### config.mk
export PLATFORM = sky130hd
export DESIGN_NAME = ftm_modulator
export DESIGN_NICKNAME = d
export VERILOG_FILES = /design/src/verilog/ftm_pkg.sv /design/src/verilog/ftm_xtal_tick.sv /design/src/verilog/ftm_decoder.sv /design/src/verilog/ftm_modulator.sv
export VERILOG_INCLUDE_DIRS = /design/src /design/src/verilog
export SDC_FILE = /design/constraint.sdc
export NUM_CORES = 1
export LEC_CHECK = 0
export BUFFER_PORTS_ARGS = -buffer_cell sky130_fd_sc_hd__buf_2
export CELL_PAD_IN_SITES_DETAIL_PLACEMENT = 0
export CELL_PAD_IN_SITES_GLOBAL_PLACEMENT = 1
export CORE_ASPECT_RATIO = 1.2
export CORE_MARGIN = 2
export CORE_UTILIZATION = 45
export DETAILED_ROUTE_END_ITERATION = 10
export PLACE_DENSITY = 0.92
export SLEW_MARGIN = 25
export SYNTH_ARGS = -nofsm -noshare
export SYNTH_HDL_FRONTEND = slang
export SYNTH_HIERARCHICAL = 1
export SYNTH_SLANG_ARGS = --single-unit
export TNS_END_PERCENT = 20
### constraint.sdc
create_clock -name pclk -period 3.9 [get_ports pclk]
set_clock_uncertainty 0.1 [all_clocks]
set_input_delay 0.78 -clock pclk [delete_from_list [all_inputs] [get_ports pclk]]
set_output_delay 0.78 -clock pclk [all_outputs]
set_load 0.03 [all_outputs]
### src/verilog/ftm_map.svh
// Register map, field positions, reset values and timing figures of the
// FSK tone modulator. Assumes it is included by bare name.
`ifndef FTM_MAP_SVH
`define FTM_MAP_SVH

// Register byte offsets
`define FTM_CTRL_OFS     12'h000
`define FTM_STATUS_OFS   12'h004
`define FTM_TC_HM_OFS    12'h008
`define FTM_TC_HS_OFS    12'h00c
`define FTM_CLRCNT_OFS   12'h010

// Control fields
`define FTM_CTRL_ENABLE  0
`define FTM_CTRL_ORIG    1
`define FTM_CTRL_SPACE   2
`define FTM_CTRL_RESET   3'h0

// Status fields
`define FTM_ST_LATCH     9
`define FTM_ST_DIV2      10
`define FTM_ST_TONE      11

// Terminal counts
`define FTM_TC_LM        9'h18a
`define FTM_TC_LS        9'h1d3
`define FTM_TC_HM_RESET  9'h0e1
`define FTM_TC_HS_RESET  9'h0f7

// Clock rates and the clear pulse limit
`define FTM_PCLK_HZ      26'd50000000
`define FTM_XTAL_HZ      26'd1000640
`define FTM_PCLK_NS      20
`define FTM_CLR_MAX_NS   100
`define FTM_CLR_CYCLES   (`FTM_CLR_MAX_NS / `FTM_PCLK_NS)

`endif

### src/verilog/ftm_pkg.sv
// Types shared by the FSK tone modulator files.
// Assumes nothing beyond a SystemVerilog compiler.
package ftm_pkg;

    // Count step sequencer: wait for tick, settle, decode
    typedef enum logic [2:0] {
        FTM_WAIT   = 3'b001,
        FTM_SETTLE = 3'b010,
        FTM_DECODE = 3'b100
    } ftm_state_e;

    typedef logic [8:0] ftm_count_t;

endpackage

### src/verilog/ftm_xtal_tick.sv
// Crystal rate enable: one pclk pulse per crystal clock period.
// Assumes a single free-running pclk at the rate given in the map.
`timescale 1ns/1ps
`default_nettype none
`include "ftm_map.svh"

module ftm_xtal_tick
    import ftm_pkg::*;
(
    // Clock and reset
    input  wire logic clk,
    input  wire logic rst_n,
    // Crystal rate pulse
    output logic      tick
);

    logic [25:0] acc;
    wire  [26:0] sum  = {1'b0, acc} + {1'b0, `FTM_XTAL_HZ};
    wire         wrap = sum >= {1'b0, `FTM_PCLK_HZ};

    // Fractional accumulator, pulses on each wrap
    always_ff @(posedge clk or negedge rst_n)
    begin
        if (!rst_n)
        begin
            acc  <= 26'h0;
            tick <= 1'b0;
        end
        else
        begin
            acc  <= wrap ? sum[25:0] - `FTM_PCLK_HZ : sum[25:0];
            tick <= wrap;
        end
    end

endmodule // ftm_xtal_tick
`default_nettype wire

### src/verilog/ftm_decoder.sv
// One count decoder: a one-cycle hit when the counter equals its
// terminal count, only in the decode window and only while enabled.
// Assumes the counter is stable while strobe is high.
`timescale 1ns/1ps
`default_nettype none

module ftm_decoder
    import ftm_pkg::*;
(
    // Clock and reset
    input  wire logic       clk,
    input  wire logic       rst_n,
    // Compare inputs
    input  wire ftm_count_t count,
    input  wire ftm_count_t tc,
    input  wire logic       enable,
    input  wire logic       strobe,
    // Match pulse
    output logic            hit
);

    // All nine bits compared, gated by enable and decode window
    wire match = enable & strobe & (count == tc);

    always_ff @(posedge clk or negedge rst_n)
    begin
        if (!rst_n)
            hit <= 1'b0;
        else
            hit <= match;
    end

endmodule // ftm_decoder
`default_nettype wire

### src/verilog/ftm_modulator.sv
// FSK tone modulator with an APB register slave.
// Assumes an APB master on pclk; the tone output feeds the line filters.
//
// What this block does
// - Crystal-rate ticks advance a nine-bit counter dividing every tone.
// - Four decoders compare all nine counter bits to their own counts.
// - Decoders are blanked while the inhibit pulse lets the counter settle.
// - Originate enables low-band decoders only; answer enables high-band only.
// - Data high means space and enables the spacing decoders only then.
// - Low mark decoder fires at 394, setting the latch; mark then clears.
// - Clear zeroes the counter, toggles the divider, resets latch; one cycle.
// - Held mark repeats count to 394 and clear, giving 1270 Hz.
// - Held space ignores 394 and clears at 467, giving 1070 Hz.
// - Latch sets at 394 during space; a later mark clears at once.
// - Line tone output is the inverse of the divider flip-flop.
// - Originate sends low band; answer sends 2025 or 2225 Hz tones at the reset counts.
`timescale 1ns/1ps
`default_nettype none
`include "ftm_map.svh"

module ftm_modulator
    import ftm_pkg::*;
(
    // Clock and reset
    input  wire logic        pclk,
    input  wire logic        presetn,
    // APB slave
    input  wire logic        psel,
    input  wire logic        penable,
    input  wire logic        pwrite,
    input  wire logic [11:0] paddr,
    input  wire logic [31:0] pwdata,
    output logic [31:0]      prdata,
    output logic             pready,
    output logic             pslverr,
    // Line side
    output logic             tone_out,
    output logic             decode_inhibit_pulse
);

    // Control and configuration state
    logic        ctrl_enable;
    logic        ctrl_orig;
    logic        ctrl_space;
    ftm_count_t  tc_hm;
    ftm_count_t  tc_hs;
    logic [15:0] clr_count;

    // Tone engine state
    ftm_state_e  state;
    ftm_state_e  next_state;
    ftm_count_t  count;
    logic        mark_latch;
    logic        tick;
    logic        lm_hit;
    logic        ls_hit;
    logic        hm_hit;
    logic        hs_hit;

    // APB phase decode
    wire setup_ph   = psel & ~penable;
    wire access_ph  = psel & penable;
    wire wr_fire    = access_ph & pready & pwrite;
    wire sel_ctrl   = paddr == `FTM_CTRL_OFS;
    wire sel_status = paddr == `FTM_STATUS_OFS;
    wire sel_tc_hm  = paddr == `FTM_TC_HM_OFS;
    wire sel_tc_hs  = paddr == `FTM_TC_HS_OFS;
    wire sel_clrcnt = paddr == `FTM_CLRCNT_OFS;
    wire sel_any    = sel_ctrl | sel_status | sel_tc_hm | sel_tc_hs | sel_clrcnt;

    // Read data mux
    wire [31:0] status_word = {20'h0, tone_out, ~tone_out, mark_latch, count};
    wire [31:0] rd_mux =
        sel_ctrl   ? {29'h0, ctrl_space, ctrl_orig, ctrl_enable} :
        sel_status ? status_word :
        sel_tc_hm  ? {23'h0, tc_hm} :
        sel_tc_hs  ? {23'h0, tc_hs} :
        sel_clrcnt ? {16'h0, clr_count} :
        32'h0;

    // Decoder enables from band and data
    wire lm_en = ctrl_enable & ctrl_orig;
    wire ls_en = ctrl_enable & ctrl_orig & ctrl_space;
    wire hm_en = ctrl_enable & ~ctrl_orig;
    wire hs_en = ctrl_enable & ~ctrl_orig & ctrl_space;

    // Decode window opens only after the settle cycle
    wire dec_strobe = state == FTM_DECODE;

    // Mark latch set and the counter clear
    wire mark_hit  = lm_hit | hm_hit;
    wire space_hit = ls_hit | hs_hit;
    wire mark_go   = mark_latch & ~ctrl_space;
    wire clr_fire  = ctrl_enable & (mark_go | space_hit);

    // Latch: a new set wins over the clear of the same cycle
    wire next_latch = ctrl_enable & (mark_hit | (mark_latch & ~clr_fire));

    // Sequencer next state
    always_comb
    begin
        next_state = state;
        unique case (state)
            FTM_WAIT:
            begin
                if (tick & ctrl_enable & ~clr_fire)
                    next_state = FTM_SETTLE;
            end
            FTM_SETTLE:
                next_state = FTM_DECODE;
            FTM_DECODE:
                next_state = FTM_WAIT;
        endcase
    end

    // Crystal rate enable
    ftm_xtal_tick u_tick (
        .clk   (pclk),
        .rst_n (presetn),
        .tick  (tick)
    );

    // Low-band mark decoder
    ftm_decoder u_dec_lm (
        .clk    (pclk),
        .rst_n  (presetn),
        .count  (count),
        .tc     (`FTM_TC_LM),
        .enable (lm_en),
        .strobe (dec_strobe),
        .hit    (lm_hit)
    );

    // Low-band space decoder
    ftm_decoder u_dec_ls (
        .clk    (pclk),
        .rst_n  (presetn),
        .count  (count),
        .tc     (`FTM_TC_LS),
        .enable (ls_en),
        .strobe (dec_strobe),
        .hit    (ls_hit)
    );

    // High-band mark decoder
    ftm_decoder u_dec_hm (
        .clk    (pclk),
        .rst_n  (presetn),
        .count  (count),
        .tc     (tc_hm),
        .enable (hm_en),
        .strobe (dec_strobe),
        .hit    (hm_hit)
    );

    // High-band space decoder
    ftm_decoder u_dec_hs (
        .clk    (pclk),
        .rst_n  (presetn),
        .count  (count),
        .tc     (tc_hs),
        .enable (hs_en),
        .strobe (dec_strobe),
        .hit    (hs_hit)
    );

    // APB answer: no wait states, data and error registered
    always_ff @(posedge pclk or negedge presetn)
    begin
        if (!presetn)
        begin
            pready  <= 1'b0;
            pslverr <= 1'b0;
            prdata  <= 32'h0;
        end
        else
        begin
            pready  <= setup_ph;
            pslverr <= setup_ph & ~sel_any;
            prdata  <= setup_ph ? rd_mux : 32'h0;
        end
    end

    // Control register writes
    always_ff @(posedge pclk or negedge presetn)
    begin
        if (!presetn)
        begin
            {ctrl_space, ctrl_orig, ctrl_enable} <= `FTM_CTRL_RESET;
        end
        else if (wr_fire & sel_ctrl)
        begin
            ctrl_enable <= pwdata[`FTM_CTRL_ENABLE];
            ctrl_orig   <= pwdata[`FTM_CTRL_ORIG];
            ctrl_space  <= pwdata[`FTM_CTRL_SPACE];
        end
    end

    // High-band terminal count writes
    always_ff @(posedge pclk or negedge presetn)
    begin
        if (!presetn)
        begin
            tc_hm <= `FTM_TC_HM_RESET;
            tc_hs <= `FTM_TC_HS_RESET;
        end
        else if (wr_fire)
        begin
            if (sel_tc_hm)
                tc_hm <= pwdata[8:0];
            if (sel_tc_hs)
                tc_hs <= pwdata[8:0];
        end
    end

    // Sequencer register
    always_ff @(posedge pclk or negedge presetn)
    begin
        if (!presetn)
            state <= FTM_WAIT;
        else
            state <= next_state;
    end

    // Nine-stage counter: clear beats a step
    always_ff @(posedge pclk or negedge presetn)
    begin
        if (!presetn)
            count <= 9'h0;
        else if (clr_fire | ~ctrl_enable)
            count <= 9'h0;
        else if (state == FTM_WAIT && tick)
            count <= count + 9'h1;
    end

    // Inhibit pulse marks the settle cycle after each step
    always_ff @(posedge pclk or negedge presetn)
    begin
        if (!presetn)
            decode_inhibit_pulse <= 1'b0;
        else
            decode_inhibit_pulse <= next_state == FTM_SETTLE;
    end

    // Pending-mark latch
    always_ff @(posedge pclk or negedge presetn)
    begin
        if (!presetn)
            mark_latch <= 1'b0;
        else
            mark_latch <= next_latch;
    end

    // Line tone: inverse of the divide-by-two stage, which resets low
    always_ff @(posedge pclk or negedge presetn)
    begin
        if (!presetn)
            tone_out <= 1'b1;
        else if (clr_fire)
            tone_out <= ~tone_out;
    end

    // Count of clears, wraps, readable for tone checks
    always_ff @(posedge pclk or negedge presetn)
    begin
        if (!presetn)
            clr_count <= 16'h0;
        else if (clr_fire)
            clr_count <= clr_count + 16'h1;
    end

endmodule // ftm_modulator
`default_nettype wire

# [Word level (Yosys, flattened, before mapping)]
# Cells that the tools add are included.
[word_totals] ff_bits=101 latch_bits=0 ram_bits=0 rom_bits=0 input_bits=49 out_inout_bits=36 elab_cells=93 n_memories=0
[classes] add_sub_neg=4 multipliers=0 n_div=0 magnitude_cmp=1 eq_ne=12 shift=0 mux=11 bitwise=40 reduce_logical=5
[op_table] op="2-to-1 mux 16 bit" count=6
[op_table] op="adder 26 x 20 -> 27 bit, second input constant" count=1
[op_table] op=">= comparator 27 x 26 -> 1 bit, second input constant" count=1
[op_table] op="2-to-1 mux 26 bit" count=1
[op_table] op="subtractor 26 bit, second input constant" count=1
[op_table] op="bitwise AND 1 bit" count=24
[op_table] op="== test 12 x 4 -> 1 bit, second input constant" count=2
[op_table] op="== test 9 bit" count=2
[op_table] op="== test 9 bit, second input constant" count=2
[op_table] op="2-to-1 mux 9 bit" count=2
[op_table] op="adder 16 x 1 -> 16 bit, second input constant" count=1
[op_table] op="== test 12 x 3 -> 1 bit, second input constant" count=1
[op_table] op="== test 12 x 5 -> 1 bit, second input constant" count=1
[op_table] op="logical NOT 12 bit" count=1
[op_table] op="adder 9 x 1 -> 9 bit, second input constant" count=1
[op_table] op="OR 1 bit" count=9
[op_table] op="one-hot mux 3 bit (3 select lines)" count=1
[op_table] op="inverter 1 bit" count=7
[op_table] op="== test 3 x 2 -> 1 bit, second input constant" count=2
[op_table] op="AND reduction 2 bit" count=2
[op_table] op="== test 3 x 1 -> 1 bit, second input constant" count=1
[op_table] op="== test 3 bit, second input constant" count=1
[op_table] op="2-to-1 mux 3 bit" count=1
[op_table] op="nonzero test 2 bit" count=1
[op_table] op="logical AND 1 bit" count=1

# [Depth between registers and ports, before layout]
# Gate-level depths: netlist (run 1).
[depth] ltp_word=9 depth_mapped=13 mapped_depth_nobuf=11

# [By module]
# The synthesis (run 1) kept the hierarchy.
[by_module_without_submodules] module="ftm_modulator" instances=1 cells_each=303 area_per_inst_um2=3360.7 seq_area_each_um2=1767.9
[by_module_without_submodules] module="ftm_xtal_tick" instances=1 cells_each=226 area_per_inst_um2=1958.1 seq_area_each_um2=525.5
[by_module_without_submodules] module="ftm_decoder" instances=4 cells_each=14 area_per_inst_um2=131.4 seq_area_each_um2=25.0

# [Worst setup path before layout (run 1)]
# OpenSTA, ideal clock, no wires.
[synth_timing] kind="register to register" startpoint="register u_tick.acc[6]" endpoint="register u_tick.acc[10]" setup_time_ps=128 arrival_ps=2773 required_time_ps=3672 setup_slack_ps=900 stages_incl_launch_ff=13 n_path_buf=2 synth_period_minus_slack_ps=3000 path_cell_list="dfrtp_1 inv_1 ha_1 and3b_1 buf_4 o21ai_1 mux2_2 o21ai_1 o221ai_1 o211ai_2 buf_6 a21oi_2 xor2_1"
[synth_between] elab_chain_len=3 word_cells_on_any_way=4 classes_between="2 x add/sub; 1 x order compare; 1 x mux"
[synth_rtl] item="start, declared" line="ftm_xtal_tick.sv:17" source="logic [25:0] acc;"
[synth_rtl] item="start signal, assigned" line="ftm_xtal_tick.sv:31" source="acc <= wrap ? sum[25:0] - `FTM_PCLK_HZ : sum[25:0];"
[synth_rtl] item="adder 26 x 20 -> 27 bit *" line="ftm_xtal_tick.sv:18" source="wire [26:0] sum = {1'b0, acc} + {1'b0, `FTM_XTAL_HZ};"
[synth_rtl] item="via u_tick.sum[6]" line="ftm_xtal_tick.sv:18"
[synth_rtl] item="subtractor 26 bit (no line) or >= comparator 27 x 26 -> 1 bit (tied branches)"
[synth_rtl] item="2-to-1 mux 26 bit *" line="ftm_xtal_tick.sv:31"
# Mark *: on every way through the listed nets, which the timed path passes. The rest lies on a longest branch.
# A chain may end at the register's enable or synchronous reset.

# [Worst setup path in the final report (run 1)]
[layout_timing] startpoint="register u_tick.acc[7]" endpoint="register u_tick.acc[22]"
[layout_between] elab_chain_len=3 word_cells_on_any_way=4 classes_between="2 x add/sub; 1 x order compare; 1 x mux"
[layout_rtl] item="adder 26 x 20 -> 27 bit *" line="ftm_xtal_tick.sv:18"
[layout_rtl] item="subtractor 26 bit (no line) or >= comparator 27 x 26 -> 1 bit (tied branches)"
[layout_rtl] item="2-to-1 mux 26 bit *" line="ftm_xtal_tick.sv:31"
# Every way passes the cells marked *; elsewhere a longest branch is shown, timed or not.

==> results of run 1 <==
==> registers in the layout, summed over array words and instances, names as in the netlist, 3 cells and up <==
name        count
tc_hm           9
prdata         16
count           9
u_tick/acc     20
clr_count      16
tc_hs           9
state           3
==> power by group through the flow <==
stage / Sequential, W / Clock, W / Combinational [W]
floorplan: 0.00101 / 0 / 0.0000726
global placement: 0.00101 / 0 / 0.000107
detailed placement: 0.00101 / 0 / 0.000110
CTS: 0.000987 / 0.000973 / 0.000110
global route: 0.000986 / 0.00102 / 0.000122
finish: 0.000987 / 0.000960 / 0.000110
==> critical path, cell delays in order, from the launching register on <==
cell,delay [ps]
dfrtp_1,500
inv_1,100
ha_1,280
and3b_1,380
buf_4,180
nand4_1,130
o311ai_1,390
o21ai_1,240
o221ai_2,360
o211ai_4,230
a211oi_1,370
xnor2_1,160
==> per-layer routing <==
layer	routed length, um	global-route usage (%)	part of all wire, %	up-vias
met5	0	0	0	-
met4	426	9.58	3.2	0
met3	606	2.74	4.6	37
met2	6740	34.3	51	152
met1	5360	24.1	41	2220
li1	-	-	-	2149
==> cells in the final DEF, fill, tap and decap left out, types with 10 or more instances in the layout <==
cell and count:
xor2_1 19, and3_1 10, xnor2_1 70, a21oi_1 31, nand4_1 17, dfrtp_1 82
nor3_1 13, mux2_2 25, nor2_1 36, buf_2 44, inv_1 14, nand2_1 31
conb_1 34, dfstp_2 13, o21ai_0 21, nand3_1 19, o22ai_1 11
==> kinds of logic after synthesis <==
logic type	synth area share, %
and+or+nand+nor	18.7
AOI/OAI and AO/OA	15.3
DFF	41.0
xor gates and xnor gates	13.3
buffers and inverters	5.22
muxes	5.33
adders and majority gates	1.07
other	0.129
==> worst min path at each step <==
| stage | startpoint | end | cells past startpoint |
|---|---|---|---|
| after floorplan | clr_count[15] | clr_count[15] | 1 |
| after global placement | u_tick/acc[6] | u_tick/acc[6] | 1 |
| after detailed placement | u_tick/acc[6] | u_tick/acc[6] | 1 |
| after CTS | u_tick/acc[6] | u_tick/acc[6] | 1 |
| after global routing | u_tick/acc[6] | u_tick/acc[6] | 1 |
| final | u_tick/acc[6] | u_tick/acc[6] | 1 |
==> final cells by class <==
| class | count | share of cell area [%] |
|---|---|---|
| inverters | 14 | 0.804 |
| multi-input cells | 467 | 50.2 |
| repair buffers | 52 | 4.29 |
| well taps | 164 | 3.14 |
| clock inverters | 6 | 1.44 |
| flip-flops and latches | 95 | 36.6 |
| clock buffers | 10 | 3.50 |
==> through the flow <==
stage               hold slack, ps  worst slack, ps  instance area, um2
floorplan                      338              900                5960
global placement               348              288                6200
detailed placement             346              161                6200
CTS                            356              105                6520
global route                   405             98.6                6540
finish                         355              405                6540
==> repair_timing <==
action,4_1_cts,5_1_grt
buffers inserted,0,0
gates resized for setup,0,3
endpoints found under the setup margin,0,17
==> summary.txt, run 1 <==
ys flop type = dfrtp_1
Vias = 4,558
DRT iter0 DRCs = 258
Post-synth ARST share = 100%
layout cell share with drive strength beyond 1 = 21.9%
unrepaired setup endpoints after global routing = no
die height = 129 um
clk_lat worst skew = 340 ps
final critical-path share of the clock period = 89.6%
pin count of the biggest net entering global routing = 55
clk slew on worst S/H paths = 70 ps
Yosys top cell area share = 35.1%
Die Width = 108 um
final setup violation count = 0
synthesized flop and latch total = 95
R2R Setup Slk = 400 ps
synth top area cells = dfrtp_1 (35%), xnor2_1 (10%), dfstp_2 (5.8%)
area grow syn2layout = 11.8%
fin cells = 808
Pwr Density = 315 mW/mm2
Synth Area per Inst = 9.99 um2
Sequential Power Share = 48.0%
antenna viol nets, final = 0
drt first pass iters = 5
EDFF count, synth = 0
fin util = 51.6%
Comb pwr share = 5.4%
Routed wire per std cell = 16.3 um
most frequent cell after synthesis = dfrtp_1
Int Power = 0.00158 W
initial antenna violation count = 0
Placeable Area = 0.0127 mm2
CTS Root Cell = clkbuf_16
total power = 0.00206 W
CTS sink count = 95
cts hold-fix bufs = 0
Clock power frac = 46.7%
synth cell count leaders = dfrtp_1 (82), xnor2_1 (70), nor2_1 (36)
minimum clock period = 3500 ps
Overall Global Routing Usage = 19.8%
CP Max Fanout = 10
Max Clk Rate = 286 MHz
HP Class = flop to flop
sequential-to-total area share from yosys stat = 41.0%
Ports = 85
number of global-route vias before repair = 4,466
RR Endpoint = u_tick/acc[22]
Post-Syn Area = 0.00584 mm2
DP HPWL = 9.62 mm
Cells after Synth = 585
Critical Path RT = 4070 ps
crit end category = flop
drt drc = 0
reg2reg path depth = 11
initial core utilization = 46.1%
startpoint types = flop
crit path kind = flop to flop
first-pass GRT wire length = 21.8 mm
RD Place Congestion = 0.859
Sw Ratio = 23.1%
FF+latch area = 0.00239 mm2
largest area contributor in the netlist = dfrtp_1
Placed Cells = 792
final hold violations = 0
port bufs = 45
R2R Path Start = u_tick/acc[7]
Final TNS setup = 0 ps
Leak = 2.80 nW
Pins Over Slew Limit = 0
CP Capture Point = u_tick/acc[22]
Yosys warnings = 6
CP arrival = 3660 ps
Setup crit start = u_tick/acc[7]
outcome = finished, final reports clean
CTS H-tree lvls = 3
Num CTS Buffers = 9
overall routed net length = 13.1 mm
worst slew pin tran = 698 ps
peak supply drop = 0.168 mV
Psw = 0.000474 W
Synth cell types = 76
area of the multi-input gates = 0.00328 mm2
num rows = 45
GRT overflow = 0
fin nets = 693
number of vias per cell = 5.64
Relative slew margins = 53.5%
deepest clock path buffer count = 2
die area = 0.0139 mm2
CTS tree = built
Fill cells = 1,145
Max-Cap Viols = 0
n_diodes = 0
(Power assumes the default switching activity.)
==> run 2, diff against run 1 <==
--- a/config.mk
+++ b/config.mk
@@ -6,14 +6,14 @@
 export SDC_FILE = /design/constraint.sdc
 export NUM_CORES = 1
 export LEC_CHECK = 0
-export BUFFER_PORTS_ARGS = -buffer_cell sky130_fd_sc_hd__buf_2
 export CELL_PAD_IN_SITES_DETAIL_PLACEMENT = 0
 export CELL_PAD_IN_SITES_GLOBAL_PLACEMENT = 1
 export CORE_ASPECT_RATIO = 1.2
 export CORE_MARGIN = 2
-export CORE_UTILIZATION = 45
+export CORE_UTILIZATION = 50
 export DETAILED_ROUTE_END_ITERATION = 10
-export PLACE_DENSITY = 0.92
+export DONT_BUFFER_PORTS = 1
+export PLACE_DENSITY = 0.91
 export SLEW_MARGIN = 25
 export SYNTH_ARGS = -nofsm -noshare
 export SYNTH_HDL_FRONTEND = slang
==> summary.txt, run 2 (same netlist as run 1, synthesis figures left out) <==
outcome = finished, final reports clean
Die Width = 103 um
pre-CTS setup slack = 198 ps
number of vias per cell = 5.66
CP Max Fanout = 10
Num CTS Buffers = 9
startpoint types = flop
reg2reg path depth = 13
RR Endpoint = u_tick/acc[15]
n_diodes = 0
final hold violations = 0
area grow syn2layout = 6.98%
Relative slew margins = 59.8%
CTS tree = built
R2R Path Start = u_tick/acc[6]
total power = 0.00192 W
port bufs = 0
Largest Register = u_tick/acc
Largest register FFs = 20
HP Class = input pin to asynchronous set/reset pin
peak supply drop = 0.263 mV
most frequent cells in the layout = dfrtp_1 (82), xnor2_1 (70), nor2_1 (36)
Overall Global Routing Usage = 20.4%
deepest clock path buffer count = 2
CP arrival = 3720 ps
final critical-path share of the clock period = 92.3%
Leak = 2.57 nW
crit end category = flop
layout cell share with drive strength beyond 1 = 15.7%
Critical Path RT = 4020 ps
Placeable Area = 0.0115 mm2
minimum clock period = 3600 ps
Pins Over Slew Limit = 0
initial antenna violation count = 0
Fill cells = 1,000
Max-Cap Viols = 0
overall routed net length = 12.2 mm
Setup WS post-layout = 299 ps
pin count of the biggest net entering global routing = 96
initial core utilization = 51.0%
Ports = 85
final setup violation count = 0
number of global-route vias before repair = 4,204
GRT overflow = 0
first-pass GRT wire length = 20.2 mm
commonest non-fill, non-tap cell in the layout = dfrtp_1
FF+latch area = 0.00239 mm2
num rows = 43
DRT iter0 DRCs = 182
cts hold-fix bufs = 0
CTS H-tree lvls = 3
CTS sink count = 95
unrepaired setup endpoints after global routing = no
die area = 0.0126 mm2
area of the multi-input gates = 0.00327 mm2
RD Place Congestion = 0.872
Fin Hold WS = 34.0 ps
crit path kind = flop to flop
R2R Setup Slk = 300 ps
Final TNS setup = 0 ps
Vias = 4,268
drt first pass iters = 5
clk_lat worst skew = 340 ps
Pwr Density = 307 mW/mm2
die height = 122 um
CTS Root Cell = clkbuf_16
clk slew on worst S/H paths = 80 ps
fin nets = 646
Max Clk Rate = 278 MHz
Regs by FF count = u_tick/acc: 20 flops, clr_count: 16 flops, prdata: 16 flops
Setup crit start = u_tick/acc[6]
drt drc = 0
antenna viol nets, final = 0
Routed wire per std cell = 16.2 um
worst slew pin tran = 599 ps
DP HPWL = 9.03 mm
[run 2: through the flow]
| stage | std cells | cell area [um2] | utilization, % |
|---|---|---|---|
| after floorplan | 617 | 5960 | - |
| after global placement | 738 | 5950 | 51.9 |
| after detailed placement | 738 | 5950 | 51.9 |
| after CTS | 754 | 6240 | 54.5 |
| after global routing | 754 | 6250 | 54.6 |
| final | 754 | 6250 | 54.6 |
[run 2: timing repair]
action / in CTS / in global routing
endpoints found under the setup margin: 0 / 10
resized for setup: 0 / 1
buffers inserted: 0 / 0
endpoints found under the hold margin: 0 / 0
[run 2: area by class of cell]
cell class	instances	area share [%]
tap	157	3.14
sequential	95	38.3
multi-input combinational	467	52.4
clock inverter	7	1.16
clock buffer	9	3.60
inverter	14	0.841
timing repair buffer	5	0.600
[run 2: how the worst max path moves through the flow]
stage / endpoint / slack [ps] / cells past startpoint
2_1_floorplan: u_tick/acc[10] / 900 / 12
3_3_place_gp: u_tick/acc[7] / 320 / 12
3_5_place_dp: u_tick/acc[8] / 200 / 12
4_1_cts: u_tick/acc[7] / 190 / 12
5_1_grt: u_tick/acc[8] / 40 / 12
6_report: u_tick/acc[15] / 300 / 13
[run 2: critical path, stage by stage, from the launching register on]
cell      delay, ps
dfrtp_1         500
inv_1           140
ha_1            240
buf_4           160
xor2_1          210
ha_1            250
nor2_1           50
mux2_2          280
o21ai_1         310
o221ai_1        330
o211ai_4        490
buf_4           240
a21oi_2          70
xnor2_1         130
[run 2: report_power, final]
part	internal, W	switching (W)
Combinational	0.0000187	0.0000433
Sequential	0.000986	0.00000277
Clock	0.000453	0.000417
[run 2: layer usage]
| layer | global-route usage, % | up-vias | wire length (um) |
|---|---|---|---|
| li1 | - | 2049 | - |
| met1 | 26.9 | 2075 | 5330 |
| met2 | 33.1 | 128 | 5990 |
| met3 | 4.21 | 16 | 650 |
| met4 | 7.17 | 0 | 253 |
| met5 | 0 | - | 0 |
==> run 3, diff against run 2 <==
--- a/config.mk
+++ b/config.mk
@@ -13,6 +13,7 @@
 export CORE_UTILIZATION = 50
 export DETAILED_ROUTE_END_ITERATION = 10
 export DONT_BUFFER_PORTS = 1
+export MAX_ROUTING_LAYER = met4
 export PLACE_DENSITY = 0.91
 export SLEW_MARGIN = 25
 export SYNTH_ARGS = -nofsm -noshare
==> summary.txt, run 3 (same netlist as run 1, synthesis figures left out) <==
drt first pass iters = 5
slowest cell on the critical path = dfrtp_1
RD Place Congestion = 0.887
crit end category = flop
CP arrival = 3730 ps
die area = 0.0126 mm2
overall routed net length = 12.2 mm
Crit path largest cell delay = 500 ps
die height = 122 um
first-pass GRT wire length = 20.2 mm
Largest register FFs = 20
fin nets = 646
Max Clk Rate = 277 MHz
Placed Cells = 738
Area after DPL = 0.00595 mm2
RR Endpoint = u_tick/acc[15]
total power = 0.00192 W
pin count of the biggest net entering global routing = 96
number of vias per cell = 5.70
DRT iter0 DRCs = 182
CTS tree = built
Top delay family on crit path = compound AO/OA/AOI/OAI gates
Pwr Density = 307 mW/mm2
startpoint types = flop
Routed wire per std cell = 16.2 um
worst slew pin tran = 601 ps
peak supply drop = 0.264 mV
clk_lat worst skew = 340 ps
CTS H-tree lvls = 3
Max-Cap Viols = 0
Vias = 4,297
minimum clock period = 3610 ps
Critical Path RT = 4020 ps
FF+latch area = 0.00239 mm2
layout cell share with drive strength beyond 1 = 15.7%
fin cells = 754
HP Class = input pin to asynchronous set/reset pin
Relative slew margins = 59.6%
CTS Root Cell = clkbuf_16
outcome = finished, final reports clean
cells along the critical path = inv_1 -> ha_1 -> buf_4 -> xor2_1 -> ha_1 -> nor2_1 -> mux2_2 -> o21ai_1 -> o221ai_1 -> o211ai_4 -> buf_4 -> a21oi_2 -> xnor2_1
Ports = 85
Num CTS Buffers = 9
Overall Global Routing Usage = 20.9%
Final TNS setup = 0 ps
commonest non-fill, non-tap cell in the layout = dfrtp_1
most frequent cells in the layout = dfrtp_1 (82), xnor2_1 (70), nor2_1 (36)
final hold violations = 0
DP HPWL = 9.03 mm
CTS sink count = 95
R2R Setup Slk = 290 ps
Leak = 2.57 nW
Fill cells = 1,000
GRT overflow = 0
area of the multi-input gates = 0.00327 mm2
R2R Path Start = u_tick/acc[6]
area grow syn2layout = 6.98%
clk slew on worst S/H paths = 80 ps
initial antenna violation count = 0
initial core utilization = 51.0%
final critical-path share of the clock period = 92.6%
Die Width = 103 um
crit path kind = flop to flop
number of global-route vias before repair = 4,198
cell depth of the worst setup path = 13
Largest Register = u_tick/acc
drt drc = 0
Regs by FF count = u_tick/acc: 20 flops, clr_count: 16 flops, prdata: 16 flops
antenna viol nets, final = 0
unrepaired setup endpoints after global routing = no
final setup violation count = 0
port bufs = 0
final instance area = 0.00625 mm2
Pins Over Slew Limit = 0
reg2reg path depth = 13
CP bufs+invs = 3
CP Max Fanout = 10
Setup Fix Bufs, Post-CTS = 0
num rows = 43
Placeable Area = 0.0115 mm2
deepest clock path buffer count = 2
n_diodes = 0
==> run 3: cell counts in the layout (fill, tap and decap cells not counted) <==
Identical to the previous run, type by type.
==> run 3: cell type report <==
cell class / count / share of cell area (%)
multi-input cells: 467 / 52.4
well taps: 157 / 3.14
repair buffers: 5 / 0.600
clock inverters: 7 / 1.16
clock buffers: 9 / 3.60
inverters: 14 / 0.841
flip-flops and latches: 95 / 38.3
==> run 3: what timing repair did <==
item                       4_1_cts  5_1_grt
resized for setup                0        1
hold buffers                     0        0
setup endpoints to repair        0       10
==> run 3: stage by stage <==
stage	hold WS (ps)	utilization, %	setup WS [ps]
6_report	32.4	54.6	287
2_1_floorplan	338	-	900
3_5_place_dp	382	51.9	198
4_1_cts	14.2	54.5	189
5_1_grt	9.85	54.6	39.3
3_3_place_gp	357	51.9	324
==> run 3: metal layers <==
layer / global-route usage [%] / wire length [um] / up-vias
li1: - / - / 2051
met5: - / 0 / -
met4: 7.17 / 264 / 0
met1: 27.1 / 5360 / 2108
met2: 33.0 / 6010 / 120
met3: 3.99 / 590 / 18
==> run 3: report_power, final <==
part           internal [W]  total [W]  switching, W
Combinational     0.0000187  0.0000621     0.0000434
Clock              0.000453   0.000871      0.000418
Sequential         0.000986   0.000989    0.00000277
Total               0.00146    0.00192      0.000465
==> run 3: worst max-delay path by stage <==
stage	from	slack [ps]	end
6_report	u_tick/acc[6]	290	u_tick/acc[15]
3_5_place_dp	u_tick/acc[6]	200	u_tick/acc[8]
3_3_place_gp	u_tick/acc[6]	320	u_tick/acc[7]
4_1_cts	u_tick/acc[6]	190	u_tick/acc[7]
2_1_floorplan	u_tick/acc[6]	900	u_tick/acc[10]
5_1_grt	u_tick/acc[6]	40	u_tick/acc[8]
